==> src/inc/cow_pkg.sv <==
// Constants, types and field layout for the option word decoder
package cow_pkg;

    // Word geometry
    localparam int WORD_W = 13;

    // Word zero field positions
    localparam int W0_INSTR_PERIOD_BIT = 8;
    localparam int W0_WATCHDOG_DIS_BIT = 7;
    localparam int W0_CLOCK_SRC_MSB    = 6;
    localparam int W0_CLOCK_SRC_LSB    = 4;
    localparam int W0_POWER_LEVEL_BIT  = 3;
    localparam int W0_PROTECT_MSB      = 2;
    localparam int W0_PROTECT_LSB      = 0;

    // Word one field positions
    localparam int W1_SYSCLK_OUT_BIT   = 10;
    localparam int W1_PULSE_WIDTH_BIT  = 9;
    localparam int W1_NOISE_EN_BIT     = 8;
    localparam int W1_WD_PERIOD_BIT    = 7;
    localparam int W1_BRANCH_CYC_BIT   = 6;
    localparam int W1_TRIM_MSB         = 5;
    localparam int W1_TRIM_LSB         = 2;
    localparam int W1_RC_FREQ_MSB      = 1;
    localparam int W1_RC_FREQ_LSB      = 0;

    // Bits that always read as one
    localparam logic [12:0] W0_FORCED_ONES = 13'h1e00;
    localparam logic [12:0] W1_FORCED_ONES = 13'h1800;

    // Reset values, each the documented default setting
    localparam logic [12:0] W0_RESET = 13'h1ff7;
    localparam logic [12:0] W1_RESET = 13'h1fff;
    localparam logic [12:0] W2_RESET = 13'h0000;

    // Protection off only for all ones
    localparam logic [2:0] PROTECT_OFF_CODE = 3'h7;

    // Clock source encodings
    localparam logic [2:0] SRC_ERC_GPIO = 3'h0;
    localparam logic [2:0] SRC_ERC_OUT  = 3'h1;
    localparam logic [2:0] SRC_IRC_GPIO = 3'h2;
    localparam logic [2:0] SRC_IRC_OUT  = 3'h3;
    localparam logic [2:0] SRC_SLOW_XT  = 3'h6;
    localparam logic [2:0] SRC_FAST_XT  = 3'h7;

    // Noise pulse widths in oscillator periods
    localparam logic [5:0] NOISE_SHORT_FC = 6'h08;
    localparam logic [5:0] NOISE_LONG_FC  = 6'h20;

    // Watchdog nominal periods and clock rate
    localparam int CLK_MHZ       = 50;
    localparam int WD_LONG_US    = 18000;
    localparam int WD_SHORT_US   = 4500;
    localparam int WD_LONG_CYC   = WD_LONG_US * CLK_MHZ;
    localparam int WD_SHORT_CYC  = WD_SHORT_US * CLK_MHZ;

    // Oscillator mode, one-hot
    typedef enum logic [3:0] {
        OSC_EXT_RC  = 4'h1,
        OSC_INT_RC  = 4'h2,
        OSC_SLOW_XT = 4'h4,
        OSC_FAST_XT = 4'h8
    } cow_osc_e;

    // Internal RC frequency, one-hot
    typedef enum logic [3:0] {
        RC_455K = 4'h1,
        RC_1M   = 4'h2,
        RC_8M   = 4'h4,
        RC_4M   = 4'h8
    } cow_rcfreq_e;

    // Decoded static configuration
    typedef struct packed {
        logic        four_clk_instr;
        logic        watchdog_enable;
        cow_osc_e    osc_mode;
        logic        primary_pin_gpio;
        logic        secondary_pin_gpio;
        logic        secondary_pin_clock;
        logic        secondary_open_drain;
        logic        high_power;
        logic        code_protect;
        logic [5:0]  noise_min_width;
        logic        noise_filter_enable;
        logic        watchdog_long;
        logic        branch_two_cycles;
        logic [3:0]  rc_trim;
        cow_rcfreq_e rc_freq;
    } cow_cfg_s;

    // Raw option words after forcing
    typedef struct packed {
        logic [12:0] word0;
        logic [12:0] word1;
        logic [12:0] word2;
    } cow_words_s;

endpackage : cow_pkg

==> src/cow_decoder.sv <==
// Option word decoder: latches the three option words and derives static settings
module cow_decoder
    import cow_pkg::*;
#(
    parameter int WD_LONG_CYCLES  = WD_LONG_CYC,   // Shorten for simulation
    parameter int WD_SHORT_CYCLES = WD_SHORT_CYC   // Shorten for simulation
) (
    input  wire logic        clk,
    input  wire logic        rst,
    input  wire logic [12:0] otp_word0,
    input  wire logic [12:0] otp_word1,
    input  wire logic [12:0] otp_word2,
    input  wire logic        sleep_mode,
    output cow_cfg_s         cfg_q,
    output cow_words_s       words_q,
    output logic             cfg_valid_q,
    output logic             noise_filter_on_q,
    output logic [19:0]      wd_limit_q,
    output logic             branch_two_cycles_q,
    output logic [12:0]      customer_id_q
);

    // Load sequencer, one-hot
    typedef enum logic [1:0] {
        ST_LOAD = 2'b01,
        ST_RUN  = 2'b10
    } cow_state_e;

    cow_state_e state_q;     // Loader state
    cow_cfg_s   cfg_d;       // Decoded fields from the raw words
    cow_words_s words_d;     // Raw words with fixed bits forced

    // Decode clock source into mode
    function automatic cow_osc_e osc_decode(input logic [2:0] src);
        cow_osc_e m;
        m = OSC_FAST_XT;
        // Codes 100 and 101 are undefined; treated as crystal by bit 4
        if (src[2]) begin
            m = src[0] ? OSC_FAST_XT : OSC_SLOW_XT;
        end else if (src[1]) begin
            m = OSC_INT_RC;
        end else begin
            m = OSC_EXT_RC;
        end
        return m;
    endfunction : osc_decode

    // Decode RC frequency pair
    function automatic cow_rcfreq_e rc_decode(input logic [1:0] sel);
        cow_rcfreq_e f;
        f = RC_4M;
        case (sel)
            2'h3:    f = RC_4M;
            2'h2:    f = RC_8M;
            2'h1:    f = RC_1M;
            default: f = RC_455K;
        endcase
        return f;
    endfunction : rc_decode

    // Force fixed bits so readback always shows them high
    always_comb begin
        words_d.word0 = otp_word0 | W0_FORCED_ONES;
        words_d.word1 = otp_word1 | W1_FORCED_ONES;
        words_d.word2 = otp_word2;
    end

    // Field decode; type bit is never consulted
    always_comb begin
        logic [2:0] src;
        logic       rc_mode;
        logic       xt_mode;
        src     = words_d.word0[W0_CLOCK_SRC_MSB:W0_CLOCK_SRC_LSB];
        xt_mode = 1'b0;
        rc_mode = 1'b0;
        cfg_d   = '0;
        cfg_d.four_clk_instr  = words_d.word0[W0_INSTR_PERIOD_BIT];
        cfg_d.watchdog_enable = ~words_d.word0[W0_WATCHDOG_DIS_BIT];
        cfg_d.osc_mode        = osc_decode(src);
        xt_mode = (cfg_d.osc_mode == OSC_FAST_XT) || (cfg_d.osc_mode == OSC_SLOW_XT);
        rc_mode = ~xt_mode;
        // Crystal owns both pins; only internal RC frees primary, either RC mode frees secondary when bit 4 is low
        cfg_d.primary_pin_gpio   = (cfg_d.osc_mode == OSC_INT_RC);
        cfg_d.secondary_pin_gpio = rc_mode & ~src[0];
        // Secondary pin in RC with clock role: drive clock or float
        cfg_d.secondary_pin_clock = rc_mode & src[0]
                                    & words_d.word1[W1_SYSCLK_OUT_BIT];
        cfg_d.secondary_open_drain = rc_mode & src[0]
                                     & ~words_d.word1[W1_SYSCLK_OUT_BIT];
        cfg_d.high_power   = words_d.word0[W0_POWER_LEVEL_BIT];
        cfg_d.code_protect = (words_d.word0[W0_PROTECT_MSB:W0_PROTECT_LSB]
                              != PROTECT_OFF_CODE);
        cfg_d.noise_min_width = words_d.word1[W1_PULSE_WIDTH_BIT] ?
                                NOISE_LONG_FC : NOISE_SHORT_FC;
        // Slow crystal forces the filter off regardless of the bit
        cfg_d.noise_filter_enable = words_d.word1[W1_NOISE_EN_BIT]
                                    & (cfg_d.osc_mode != OSC_SLOW_XT);
        cfg_d.watchdog_long     = words_d.word1[W1_WD_PERIOD_BIT];
        cfg_d.branch_two_cycles = words_d.word1[W1_BRANCH_CYC_BIT];
        // Trim passed through; programmer is expected to leave it all ones
        cfg_d.rc_trim = words_d.word1[W1_TRIM_MSB:W1_TRIM_LSB];
        cfg_d.rc_freq = rc_decode(words_d.word1[W1_RC_FREQ_MSB:W1_RC_FREQ_LSB]);
    end

    // Default settings shown until the first load completes
    function automatic cow_cfg_s cfg_default();
        cow_cfg_s c;
        c = '0;
        c.four_clk_instr      = 1'b1;
        c.watchdog_enable     = 1'b0;
        c.osc_mode            = OSC_FAST_XT;
        // Power level follows the reset word so readback and decode agree
        c.high_power          = W0_RESET[W0_POWER_LEVEL_BIT];
        c.code_protect        = 1'b0;
        c.noise_min_width     = NOISE_LONG_FC;
        c.noise_filter_enable = 1'b1;
        c.watchdog_long       = 1'b1;
        c.branch_two_cycles   = 1'b1;
        c.rc_trim             = 4'hf;
        c.rc_freq             = RC_4M;
        return c;
    endfunction : cfg_default

    // Loader: one capture after reset release, then frozen until the next reset
    always_ff @(posedge clk) begin
        if (rst) begin
            state_q <= ST_LOAD;
        end else begin
            case (state_q)
                ST_LOAD: state_q <= ST_RUN;
                ST_RUN:  state_q <= ST_RUN;   // No way back short of reset
                default: state_q <= ST_LOAD;
            endcase
        end
    end

    // Capture decoded settings and raw words in the load cycle only
    always_ff @(posedge clk) begin
        if (rst) begin
            cfg_q         <= cfg_default();
            words_q.word0 <= W0_RESET;
            words_q.word1 <= W1_RESET;
            words_q.word2 <= W2_RESET;
            cfg_valid_q   <= 1'b0;
        end else if (state_q == ST_LOAD) begin
            cfg_q       <= cfg_d;
            words_q     <= words_d;
            cfg_valid_q <= 1'b1;
        end
    end

    // Extra copies driven from the same load for convenience
    always_ff @(posedge clk) begin
        if (rst) begin
            branch_two_cycles_q <= 1'b1;
            customer_id_q       <= W2_RESET;
        end else if (state_q == ST_LOAD) begin
            branch_two_cycles_q <= cfg_d.branch_two_cycles;
            customer_id_q       <= words_d.word2;
        end
    end

    // Watchdog limit in clock cycles; recomputed each cycle from frozen bit
    always_ff @(posedge clk) begin
        if (rst) begin
            wd_limit_q <= 20'(WD_LONG_CYCLES);
        end else begin
            wd_limit_q <= cfg_q.watchdog_long ? 20'(WD_LONG_CYCLES)
                                              : 20'(WD_SHORT_CYCLES);
        end
    end

    // Live noise filter gate; sleep is the only runtime input that matters
    always_ff @(posedge clk) begin
        if (rst) begin
            noise_filter_on_q <= 1'b0;
        end else begin
            noise_filter_on_q <= cfg_q.noise_filter_enable & ~sleep_mode;
        end
    end

    // Helper: cycles since the load completed, saturating
    logic [3:0] run_cnt_q;
    always_ff @(posedge clk) begin
        if (rst) begin
            run_cnt_q <= 4'h0;
        end else if (cfg_valid_q && run_cnt_q != 4'hf) begin
            run_cnt_q <= run_cnt_q + 4'h1;
        end
    end
endmodule : cow_decoder

==> config.mk <==
export PLATFORM = sky130hd
export DESIGN_NAME = cow_decoder
export DESIGN_NICKNAME = d
export VERILOG_FILES = /design/src/inc/cow_pkg.sv /design/src/cow_decoder.sv
export SDC_FILE = /design/constraint.sdc
export NUM_CORES = 1
export LEC_CHECK = 0
export BUFFER_PORTS_ARGS = -buffer_cell sky130_fd_sc_hd__buf_2
export CORE_MARGIN = 5
export CORE_UTILIZATION = 43
export CTS_CLUSTER_DIAMETER = 150
export DETAILED_ROUTE_END_ITERATION = 10
export PLACE_DENSITY = 0.89
export SLEW_MARGIN = 20
export SYNTH_ARGS = -nofsm -noshare
export SYNTH_HDL_FRONTEND = slang
export SYNTH_SLANG_ARGS = --single-unit
==> constraint.sdc <==
create_clock -name clk -period 1.7 [get_ports clk]
set_clock_uncertainty 0.1 [all_clocks]
set_input_delay 0.085 -clock clk [delete_from_list [all_inputs] [get_ports clk]]
set_output_delay 0.085 -clock clk [all_outputs]
set_load 0.05 [all_outputs]
# Word-level counts from Yosys, hierarchy flattened
# Cells that the tools add are included.
[totals]
reg_bits = 86
in_bits = 42
output_inout_bits = 104
elab_cells = 52
[op_classes]
eq_ne = 10
muxes = 7
bitwise = 11
reduce_logical = 2
[op_table]
columns = ["op", "n"]
rows = [
  ["20-bit two-way mux", 1],
  ["4-bit case mux with 3 select lines", 1],
  ["4-bit two-way mux", 2],
  ["1-bit bitwise AND", 6],
  ["2-bit == test (second input constant)", 3],
  ["6-bit two-way mux", 1],
  ["1-bit inverter", 5],
  ["2-bit by 1-bit == test with 1-bit output (second input constant)", 2],
  ["4-bit by 2-bit == test with 1-bit output (second input constant)", 1],
  ["4-bit by 3-bit == test with 1-bit output (second input constant)", 1],
  ["4-bit == test (second input constant)", 1],
  ["2-bit two-way mux", 2],
  ["4-bit by 3-bit != test with 1-bit output (second input constant)", 1],
  ["3-bit != test (second input constant)", 1],
  ["2-bit OR reduction", 1],
  ["1-bit logical OR", 1],
]

# Logic depth before layout (Yosys ltp)
# Gate-level depths: netlist of run 1.
[depth]
depth_word = 7
mapped_depth = 7

# Worst setup path after synthesis of run 1
# No wires, ideal clock.
[synth_timing]
kind = "register -> register"
from = "register state_q[1]"
to = "register cfg_q[5] (netlist name)"
arrival_time_ns = 1.127
required_time_ns = 1.480
setup_slack_ns = 0.353
path_stages_with_launch = 7
n_path_buf = 3
synth_period_minus_slack_ns = 1.347
cell_sequence = "dfxtp_1 > inv_1 > ha_1 > buf_4 > buf_6 > buf_6 > a211o_1"
[synth_via]
elab_chain_len = 1
[synth_lines]
columns = ["element", "line_no", "text"]
rows = [
  ["start, declared", "cow_decoder.sv:29", "cow_state_e state_q;"],
  ["start signal, assigned", "cow_decoder.sv:127", "state_q <= ST_LOAD;"],
  ["start signal, assigned", "cow_decoder.sv:130", "ST_LOAD: state_q <= ST_RUN;"],
  ["start signal, assigned", "cow_decoder.sv:131", "ST_RUN: state_q <= ST_RUN;"],
  ["2-bit by 1-bit == test with 1-bit output", "cow_decoder.sv:145", "end else if (state_q == ST_LOAD) begin"],
  ["end signal, assigned", "cow_decoder.sv:140", "cfg_q <= cfg_default();"],
  ["end signal, assigned", "cow_decoder.sv:146", "cfg_q <= cfg_d;"],
  ["end, declared", "cow_decoder.sv:14", "output cow_cfg_s cfg_q,"],
]
# No other way between the ends.
# A chain may end at the register's enable or synchronous reset.

# Worst setup path after layout of run 1
[layout_timing]
from = "register state_q[1]"
to = "register cfg_q[21] (netlist name)"
# Same word-level chain as after synthesis.

==> results.json, run 1 <==
{
  "critPathMaxFanout": 37,
  "viasPerCell": 4.67,
  "insertion_delay_ns": 0.30,
  "setup_viol": 0,
  "r2r_slack_ns": 0.24,
  "grt.met1_usage_pct": 19.1,
  "num_rows": 27,
  "async_reset_ff_share_pct": 0,
  "worst_ep_arrival_time_ns": 1.60,
  "grt_pass1_vias": 1926,
  "grt_setup_unrepaired": "false",
  "ant_nets": 0,
  "status": "complete, no violations",
  "pre_cts_ws_ns": 0.258,
  "wl_per_cell_um": 13.9,
  "internal_power_w": 0.00325,
  "pwr-share-clk_pct": 11.9,
  "core-area_um2": 5470,
  "min_path_cells": 2,
  "place_hpwl_mm": 3.71,
  "cts_tree": "done",
  "first_iter_violations": 55,
  "netlist_area_um2": 2410,
  "startpoint_type": "register",
  "leakage_nw": 1.54,
  "top_usage_layer": "met2",
  "die_h_um": 84.9,
  "grt-ovfl-total": 0,
  "reg2reg_to": "cfg_q[21]$_SDFFE_PP0N_",
  "slowest_stage": "or3b_1",
  "path_clk_slew_ns": 0.09,
  "drive_above_1_share_pct": 36.3,
  "synthToLayoutAreaGrowth_pct": 31.2,
  "postLayoutSetupSlackWorst_ns": 0.241,
  "clk_path_buf_depth": 2,
  "ir_drop_v": 0.00135,
  "cts_hold_buf": 33,
  "p_seq_share_pct": 27.5,
  "hold_path.class": "primary input to register",
  "cts_setup_buffers": 0,
  "max_freq_mhz": 685,
  "fin_nets": 398,
  "synth_edf_count": 0,
  "cts_made_buffers": 5,
  "max_cap_viol_count": 0,
  "grt_max_degree": 46,
  "post-route-util_pct": 57.8,
  "slew_viol_final": 0,
  "cp_cell_sequence": "inv_1, ha_2, buf_12, or3b_1, a21oi_1",
  "synth.largest_area_cell": "dfxtp_1",
  "switching_power_w": 0.00380,
  "vias": 1993,
  "crit_buf_inv": 2,
  "start_util_pct": 44.1,
  "seqCellArea_um2": 1100,
  "cts_root_buffer": "clkbuf_8",
  "synth.avg_cell_area_um2": 10.0,
  "period_needed_ns": 1.46,
  "yosysSeqAreaShare_pct": 45.6,
  "cts.sink_count": 55,
  "hold_violations": 0,
  "switching_share_pct": 53.9,
  "r2r_cells": 5,
  "min_to": "words_q[32]$_SDFFE_PP1N_",
  "io_buffer_count": 119,
  "antenna_found_initial": 0,
  "io_pins": 146,
  "totalNegativeSetupSlack_ns": 0,
  "first_pass_iters": 4,
  "use_met2_pct": 26.4,
  "diodes": 0,
  "p_comb_share_pct": 60.6,
  "synth_ff_type": "dfxtp_1",
  "end_kind": "register",
  "htree_levels": 2,
  "yosysTopAreaCellShare_pct": 45.6,
  "grt_pass1_wl_mm": 9.49,
  "fp.dieW_um": 84.9,
  "path_class": "register to register",
  "synthTopCellsByArea": "dfxtp_1 46%, buf_4 16%, a211o_1 6.2%",
  "wl_mm": 5.94,
  "slowest_delay_ns": 0.37,
  "final_min_period_over_clock_period_pct": 85.8,
  "place.gp.congestion": 0.712,
  "worstHoldStart": "otp_word0[6]",
  "netlist_instances": 241,
  "yosysWarnings": 0,
  "p_per_area_nw_per_um2": 2230,
  "ys_types": 26,
  "multi_input_area_um2": 870,
  "design.die.area_um2": 7210,
  "cp.required_ns": 1.84,
  "critPathTopFamily": "simple AND/OR/NAND/NOR gates",
  "cts_resized": 0,
  "fillers": 447,
  "hold_ws_ns": 0.0306,
  "grt_use_met3_pct": 7.38,
  "drc": 0,
  "grt_util_all_layers_pct": 16.3,
  "ys_ff_latch": 55,
  "r2r_start": "state_q[1]$_SDFF_PP0_"
}
-- flip-flops by register name, summed over array words and instances (netlist names) --
name / cells
customer_id_q: 13
cfg_q: 20
wd_limit_q: 2
cfg_valid_q: 1
words_q: 16
noise_filter_on_q: 1
state_q: 2
-- synth_stat cells, types with 2 or more instances --
| cell | n |
|---|---|
| a311o_1 | 3 |
| nand2b_1 | 13 |
| or3b_1 | 3 |
| dfxtp_1 | 55 |
| buf_6 | 6 |
| inv_1 | 4 |
| buf_2 | 4 |
| nor2b_1 | 20 |
| clkbuf_1 | 3 |
| nor2_1 | 18 |
| mux2i_1 | 14 |
| conb_1 | 2 |
| nand3b_1 | 4 |
| a211o_1 | 17 |
| buf_4 | 53 |
| a21oi_1 | 12 |
-- power groups by stage --
stage	clock network (W)	logic [W]	registers [W]
final	0.000838	0.00428	0.00194
after global routing	0.000923	0.00449	0.00200
after CTS	0.000858	0.00427	0.00193
after detailed placement	0	0.00421	0.00195
after global placement	0	0.00416	0.00193
after floorplan	0	0.00243	0.00332
-- metrics by stage --
step           area (um^2)  power [W]  instances
3_3_place_gp          2730    0.00609        387
6_report              3160    0.00705        427
2_1_floorplan         2480    0.00574        259
4_1_cts               3160    0.00705        427
3_5_place_dp          2730    0.00615        387
5_1_grt               3160    0.00741        427
-- cells in the final DEF (no fill, tap or decap) --
master | Yosys | final
or3b_1 | 3 | 3
a21oi_1 | 12 | 12
o21ai_1 | 1 | 1
dfxtp_1 | 55 | 55
a211o_1 | 17 | 17
dlygate4sd3_1 | 0 | 33
nor2b_1 | 20 | 20
or2_1 | 1 | 1
mux2i_1 | 14 | 14
a41oi_1 | 1 | 1
nand2b_1 | 13 | 13
nor3b_1 | 1 | 1
nand4bb_1 | 1 | 1
bufinv_16 | 0 | 1
nand3b_1 | 4 | 4
inv_1 | 4 | 4
o21bai_1 | 1 | 1
nor2_1 | 18 | 18
o21a_1 | 1 | 1
ha_2 | 0 | 1
nand4b_1 | 1 | 1
a311o_1 | 3 | 3
buf_2 | 4 | 119
clkbuf_1 | 3 | 1
buf_12 | 0 | 3
conb_1 | 2 | 20
a21o_1 | 1 | 1
clkbuf_8 | 0 | 5
-- area by class of cell --
type | instances | area share, %
Clock inverter | 1 | 0.949
Clock buffer | 6 | 2.29
Inverter | 4 | 0.474
Tap cell | 72 | 2.85
Timing Repair Buffer | 155 | 31.2
Sequential cell | 55 | 34.8
Multi-Input combinational cell | 134 | 27.5
-- worst register-to-register path: stages (launching register included) --
cell and delay [ns]:
dfxtp_1 0.31, inv_1 0.04, ha_2 0.22, buf_12 0.21, or3b_1 0.38, a21oi_1 0.14
-- routing by layer --
metal | up-vias | routed length [um]
met2 | 124 | 2630
met5 | - | 0
met3 | 10 | 773
met1 | 908 | 2460
li1 | 951 | -
met4 | 0 | 73
-- cell families (layout without fill, tap and decap cells) --
| group | Yosys count | count (layout) | share of synthesized area [%] |
|---|---|---|---|
| compound gates | 37 | 37 | 11.4 |
| fa+ha+maj | 1 | 1 | 0.519 |
| buf+inv | 70 | 166 | 21.2 |
| flops | 55 | 55 | 45.6 |
| mux | 14 | 14 | 5.81 |
| other cells | 2 | 20 | 0.311 |
| simple gates | 62 | 62 | 15.1 |
-- worst max path at each step --
stage | start | end | slack, ns | cells after the start
floorplan | state_q[1]$_SDFF_PP0_ | cfg_q[5]$_SDFFE_PP1N_ | 0.35 | 6
global placement | state_q[1]$_SDFF_PP0_ | cfg_q[23]$_SDFFE_PP0N_ | 0.26 | 5
detailed placement | state_q[1]$_SDFF_PP0_ | cfg_q[23]$_SDFFE_PP0N_ | 0.26 | 5
CTS | state_q[1]$_SDFF_PP0_ | cfg_q[21]$_SDFFE_PP0N_ | 0.23 | 5
global route | state_q[1]$_SDFF_PP0_ | cfg_q[23]$_SDFFE_PP0N_ | 0.15 | 5
finish | state_q[1]$_SDFF_PP0_ | cfg_q[21]$_SDFFE_PP0N_ | 0.24 | 5
No activity file was read; power rests on OpenSTA's default activity.
==> run 2: changes to the inputs <==
--- a/config.mk
+++ b/config.mk
@@ -6,12 +6,11 @@
 export NUM_CORES = 1
 export LEC_CHECK = 0
 export BUFFER_PORTS_ARGS = -buffer_cell sky130_fd_sc_hd__buf_2
-export CORE_MARGIN = 5
+export CORE_MARGIN = 4
 export CORE_UTILIZATION = 43
 export CTS_CLUSTER_DIAMETER = 150
 export DETAILED_ROUTE_END_ITERATION = 10
 export PLACE_DENSITY = 0.89
-export SLEW_MARGIN = 20
 export SYNTH_ARGS = -nofsm -noshare
 export SYNTH_HDL_FRONTEND = slang
 export SYNTH_SLANG_ARGS = --single-unit
==> run 2 against run 1 <==
Sequential share of layout area grew 0.15 points; flip-flop and latch count is the same; first-iteration DRC count shrank 36%; non-clock buffer count grew 1; count of clock-buffer cells in the layout shrank 1; largest power group unchanged.
==> results.json, run 2 (same netlist as run 1, synthesis figures left out) <==
{
  "ant_nets": 0,
  "clk_path_buf_depth": 2,
  "leakage_nw": 1.53,
  "place.gp.congestion": 0.699,
  "p_per_area_nw_per_um2": 2220,
  "num_rows": 27,
  "hold_path.class": "primary input to register",
  "crit_buf_inv": 3,
  "slew_viol_final": 0,
  "drive_above_1_share_pct": 37.3,
  "drc": 0,
  "htree_levels": 2,
  "largest-register": "cfg_q",
  "cts_setup_buffers": 0,
  "first_pass_iters": 4,
  "cp_cell_sequence": "inv_1, ha_2, buf_12, buf_4, nor2b_1, a211o_1",
  "cts_resized": 0,
  "critPathMaxFanout": 37,
  "grt_util_all_layers_pct": 16.6,
  "slowest_stage": "dfxtp_1",
  "design.die.area_um2": 6870,
  "postLayoutSetupSlackWorst_ns": 0.217,
  "final_common_cell": "buf_2",
  "seqCellArea_um2": 1100,
  "r2r_cells": 6,
  "max_freq_mhz": 674,
  "status": "complete, no violations",
  "largest_register_ffs": 20,
  "final_min_period_over_clock_period_pct": 87.2,
  "die_h_um": 82.9,
  "path_clk_slew_ns": 0.11,
  "slowest_delay_ns": 0.31,
  "r2r_start": "state_q[1]$_SDFF_PP0_",
  "ir_drop_v": 0.00126,
  "critPathTopFamily": "buffers and inverters",
  "totalNegativeSetupSlack_ns": 0,
  "cts.sink_count": 55,
  "cts_tree": "done",
  "first_iter_violations": 35,
  "hold_violations": 0,
  "met1_length_mm": 2.42,
  "grt_pass1_vias": 1981,
  "path_class": "register to register",
  "dr_wl_met2_mm": 2.81,
  "post-route-util_pct": 57.6,
  "period_needed_ns": 1.48,
  "cp.required_ns": 1.79,
  "grt-ovfl-total": 0,
  "cts_made_buffers": 5,
  "insertion_delay_ns": 0.31,
  "cts_root_buffer": "clkbuf_8",
  "viasPerCell": 4.62,
  "grt_max_degree": 45,
  "grt_pass1_wl_mm": 9.58,
  "setup_viol": 0,
  "vias": 1981,
  "io_buffer_count": 119,
  "largestRegisters": "cfg_q (20), words_q (16), customer_id_q (13)",
  "core-area_um2": 5470,
  "wl_per_cell_um": 13.9,
  "path_depth": 6,
  "multi_input_area_um2": 870,
  "end_kind": "register",
  "fp.dieW_um": 82.9,
  "final_cell_mix": "119 x buf_2, 55 x dfxtp_1, 32 x dlygate4sd3_1",
  "crit_start": "state_q[1]$_SDFF_PP0_",
  "io_pins": 146,
  "start_util_pct": 44.1,
  "worst_ep_arrival_time_ns": 1.58,
  "r2r_slack_ns": 0.22,
  "pre_cts_ws_ns": 0.226,
  "min_path_cells": 2,
  "reg2reg_to": "words_q[18]$_SDFFE_PP1N_",
  "wl_met3_um": 599,
  "grt_setup_unrepaired": "false",
  "synthToLayoutAreaGrowth_pct": 30.6,
  "startpoint_type": "register",
  "wl_mm": 5.95,
  "endpoint": "words_q[18]$_SDFFE_PP1N_",
  "slew_headroom_pct": 46.2,
  "fillers": 474,
  "place_hpwl_mm": 3.65,
  "highest_layer": "met4",
  "antenna_found_initial": 0,
  "fin_nets": 399,
  "max_cap_viol_count": 0,
  "diodes": 0,
  "tightest_slew_ns": 0.807
}
==> run 2: cell types whose count changed in the layout (fill, tap and decap cells not counted), sizes merged <==
cell / change
buf: +2
bufinv: -1
clkbuf: -1
clkinv: +1
clkinvlp: +1
dlygate4sd3: -1
inv: +1
==> run 2: through the flow <==
| step | std cells | hold WS (ns) | power [W] | instance area (um^2) |
|---|---|---|---|---|
| floorplan | 259 | 0.0611 | 0.00574 | 2480 |
| global placement | 389 | 0.146 | 0.00612 | 2730 |
| detailed placement | 389 | 0.152 | 0.00620 | 2730 |
| CTS | 429 | 0.000837 | 0.00702 | 3150 |
| global route | 429 | 0.0273 | 0.00736 | 3150 |
| finish | 429 | 0.00857 | 0.00701 | 3150 |
==> run 2: repair_timing <==
item / in CTS / in global routing
setup endpoints to repair: 0 / 0
endpoints found under the hold margin: 42 / 0
hold buffers: 32 / 0
==> run 2: worst min-delay path by stage <==
stage	startpoint	to	slack, ns
5_1_grt	otp_word0[4]	words_q[30]$_SDFFE_PP1N_	0.03
2_1_floorplan	sleep_mode	noise_filter_on_q$_SDFF_PP0_	0.06
6_report	otp_word0[4]	words_q[30]$_SDFFE_PP1N_	0.009
4_1_cts	otp_word0[4]	words_q[30]$_SDFFE_PP1N_	0.0008
3_3_place_gp	sleep_mode	noise_filter_on_q$_SDFF_PP0_	0.15
3_5_place_dp	sleep_mode	noise_filter_on_q$_SDFF_PP0_	0.15
==> run 2: worst reg2reg max path: stages (launching register included) <==
cell	delay, ns
dfxtp_1	0.31
inv_1	0.04
ha_2	0.22
buf_12	0.21
buf_4	0.20
nor2b_1	0.06
a211o_1	0.22
==> run 2: cell type report <==
cell class              count  share of cell area [%]
clock inverters             3                   0.874
inverters                   4                   0.477
repair buffers            156                    31.1
multi-input cells         134                    27.6
well taps                  72                    2.86
flip-flops and latches     55                    34.9
clock buffers               5                    2.18
==> run 2: layer usage <==
layer,track usage [%],up-vias
met2,28.7,115
met4,5.05,0
met3,6.55,12
li1,-,952
met1,18.8,902
met5,0,-
==> run 2: power by group <==
part | leakage, nW | switching [W] | internal (W) | total (W)
Sequential | 0.456 | 0.000236 | 0.00170 | 0.00194
Combinational | 1.03 | 0.00317 | 0.00115 | 0.00432
Clock | 0.0463 | 0.000445 | 0.000303 | 0.000749
==> run 3: changes to the inputs <==
--- a/config.mk
+++ b/config.mk
@@ -6,11 +6,12 @@
 export NUM_CORES = 1
 export LEC_CHECK = 0
 export BUFFER_PORTS_ARGS = -buffer_cell sky130_fd_sc_hd__buf_2
+export CAP_MARGIN = 10
 export CORE_MARGIN = 4
 export CORE_UTILIZATION = 43
 export CTS_CLUSTER_DIAMETER = 150
 export DETAILED_ROUTE_END_ITERATION = 10
-export PLACE_DENSITY = 0.89
+export PLACE_DENSITY = 0.8
 export SYNTH_ARGS = -nofsm -noshare
 export SYNTH_HDL_FRONTEND = slang
 export SYNTH_SLANG_ARGS = --single-unit
==> run 3 against run 2 <==
Register-to-register slack improved by 0.05 ns; power rose by 2.3%; maximum frequency rose by 3.2%; routed wire length fell by 9.0%; non-clock buffer count rose by 2; sequential power barely moved; final area rose by 1.3%; count of clock-buffer cells in the layout rose by 1; via count fell by 1.5%; critical path depth did not move; critical path type unchanged; critical endpoint is now words_q[29]$_SDFFE_PP0N_; largest cell class unchanged.
==> results.json, run 3 (same netlist as run 1, synthesis figures left out) <==
{
  "r2r_slack_ns": 0.26,
  "insertion_delay_ns": 0.29,
  "num_rows": 27,
  "slowest_stage": "dfxtp_1",
  "hold_path.class": "primary input to register",
  "viasPerCell": 4.53,
  "max_cap_viol_count": 0,
  "period_needed_ns": 1.44,
  "leakage_nw": 1.56,
  "totalNegativeSetupSlack_ns": 0,
  "slew_viol_final": 0,
  "final_min_period_over_clock_period_pct": 84.5,
  "design.die.area_um2": 6870,
  "grt_util_all_layers_pct": 15.4,
  "place.gp.congestion": 0.736,
  "critPathTopFamily": "buffers and inverters",
  "start_util_pct": 44.1,
  "path_class": "register to register",
  "core-area_um2": 5470,
  "largestRegisters": "cfg_q (20), words_q (16), customer_id_q (13)",
  "postLayoutSetupSlackWorst_ns": 0.263,
  "wl_mm": 5.41,
  "first_iter_violations": 63,
  "tightest_slew_ns": 0.628,
  "critPathMaxFanout": 47,
  "end_kind": "register",
  "setup_viol": 0,
  "hold_violations": 0,
  "cts.sink_count": 55,
  "seqCellArea_um2": 1100,
  "worst_ep_arrival_time_ns": 1.51,
  "cp.required_ns": 1.77,
  "slowest_delay_ns": 0.31,
  "antenna_found_initial": 0,
  "diodes": 0,
  "final_common_cell": "buf_2",
  "largest_register_ffs": 20,
  "path_clk_slew_ns": 0.10,
  "cts_tree": "done",
  "htree_levels": 2,
  "slew_headroom_pct": 58.1,
  "cp_cell_sequence": "inv_1, ha_2, buf_12, buf_4, mux2i_1, nor2_1",
  "final_cell_mix": "119 x buf_2, 55 x dfxtp_1, 33 x dlygate4sd3_1",
  "clk_path_buf_depth": 2,
  "drive_above_1_share_pct": 37.0,
  "io_pins": 146,
  "startpoint_type": "register",
  "grt-ovfl-total": 0,
  "worstHoldStart": "otp_word0[6]",
  "fillers": 464,
  "crit_buf_inv": 3,
  "r2r_start": "state_q[1]$_SDFF_PP0_",
  "multi_input_area_um2": 870,
  "pre_cts_ws_ns": 0.245,
  "ir_drop_v": 0.00158,
  "status": "complete, no violations",
  "p_per_area_nw_per_um2": 2250,
  "fp.dieW_um": 82.9,
  "drc": 0,
  "first_pass_iters": 4,
  "reg2reg_to": "words_q[29]$_SDFFE_PP0N_",
  "grt_pass1_wl_mm": 8.82,
  "cts_made_buffers": 5,
  "grt_max_degree": 48,
  "grt_pass1_vias": 1877,
  "min_path_cells": 2,
  "min_to": "words_q[32]$_SDFFE_PP1N_",
  "place_hpwl_mm": 3.55,
  "wl_per_cell_um": 12.6,
  "max_freq_mhz": 696,
  "largest-register": "cfg_q",
  "vias": 1951,
  "cts_resized": 0,
  "die_h_um": 82.9,
  "io_buffer_count": 119,
  "fin_nets": 401,
  "r2r_cells": 6,
  "cts_root_buffer": "clkbuf_8",
  "ant_nets": 0,
  "synthToLayoutAreaGrowth_pct": 32.3,
  "grt_setup_unrepaired": "false"
}
## run 3: area by class of cell
cell class                 instances  share of cell area, %
multi-input combinational        134                   27.2
sequential                        55                   34.5
tap                               72                   2.82
inverter                           4                  0.470
timing repair buffer             158                   30.8
clock inverter                     2                   1.88
clock buffer                       6                   2.27
## run 3: worst max-delay path by stage
stage | depth (start not counted) | from | endpoint
floorplan | 6 | state_q[1]$_SDFF_PP0_ | cfg_q[5]$_SDFFE_PP1N_
global placement | 5 | state_q[1]$_SDFF_PP0_ | cfg_q[0]$_SDFFE_PP0N_
detailed placement | 6 | state_q[1]$_SDFF_PP0_ | customer_id_q[10]$_SDFFE_PP0N_
CTS | 5 | state_q[1]$_SDFF_PP0_ | cfg_q[0]$_SDFFE_PP0N_
global route | 5 | state_q[1]$_SDFF_PP0_ | cfg_q[23]$_SDFFE_PP0N_
finish | 6 | state_q[1]$_SDFF_PP0_ | words_q[29]$_SDFFE_PP0N_
## run 3: metrics by stage
stage	total power [W]	hold slack (ns)	util, %	area (um^2)	instances
3_3_place_gp	0.00608	0.152	49.9	2730	390
4_1_cts	0.00722	0.0177	58.3	3190	431
6_report	0.00717	0.0304	58.3	3190	431
3_5_place_dp	0.00614	0.160	49.9	2730	390
2_1_floorplan	0.00574	0.0611	-	2480	259
5_1_grt	0.00754	0.0454	58.3	3190	431
## run 3: repair_timing
action,CTS,global route
endpoints found under the hold margin,43,0
hold buffers,33,0
buffers inserted,0,0
## run 3: report_power, final
part	total [W]	switching [W]	internal (W)	leakage [nW]
clock	0.000999	0.000411	0.000589	0.0654
sequential	0.00193	0.000225	0.00170	0.456
combinational	0.00424	0.00313	0.00111	1.04
total	0.00717	0.00377	0.00341	1.56
## run 3: routing by layer
layer | track usage, % | vias to the layer above | part of all wire [%]
li1 | - | 956 | -
met1 | 15.7 | 879 | 38
met2 | 27.8 | 104 | 48
met3 | 7.14 | 12 | 12
met4 | 4.75 | 0 | 2.1
met5 | 0 | - | 0
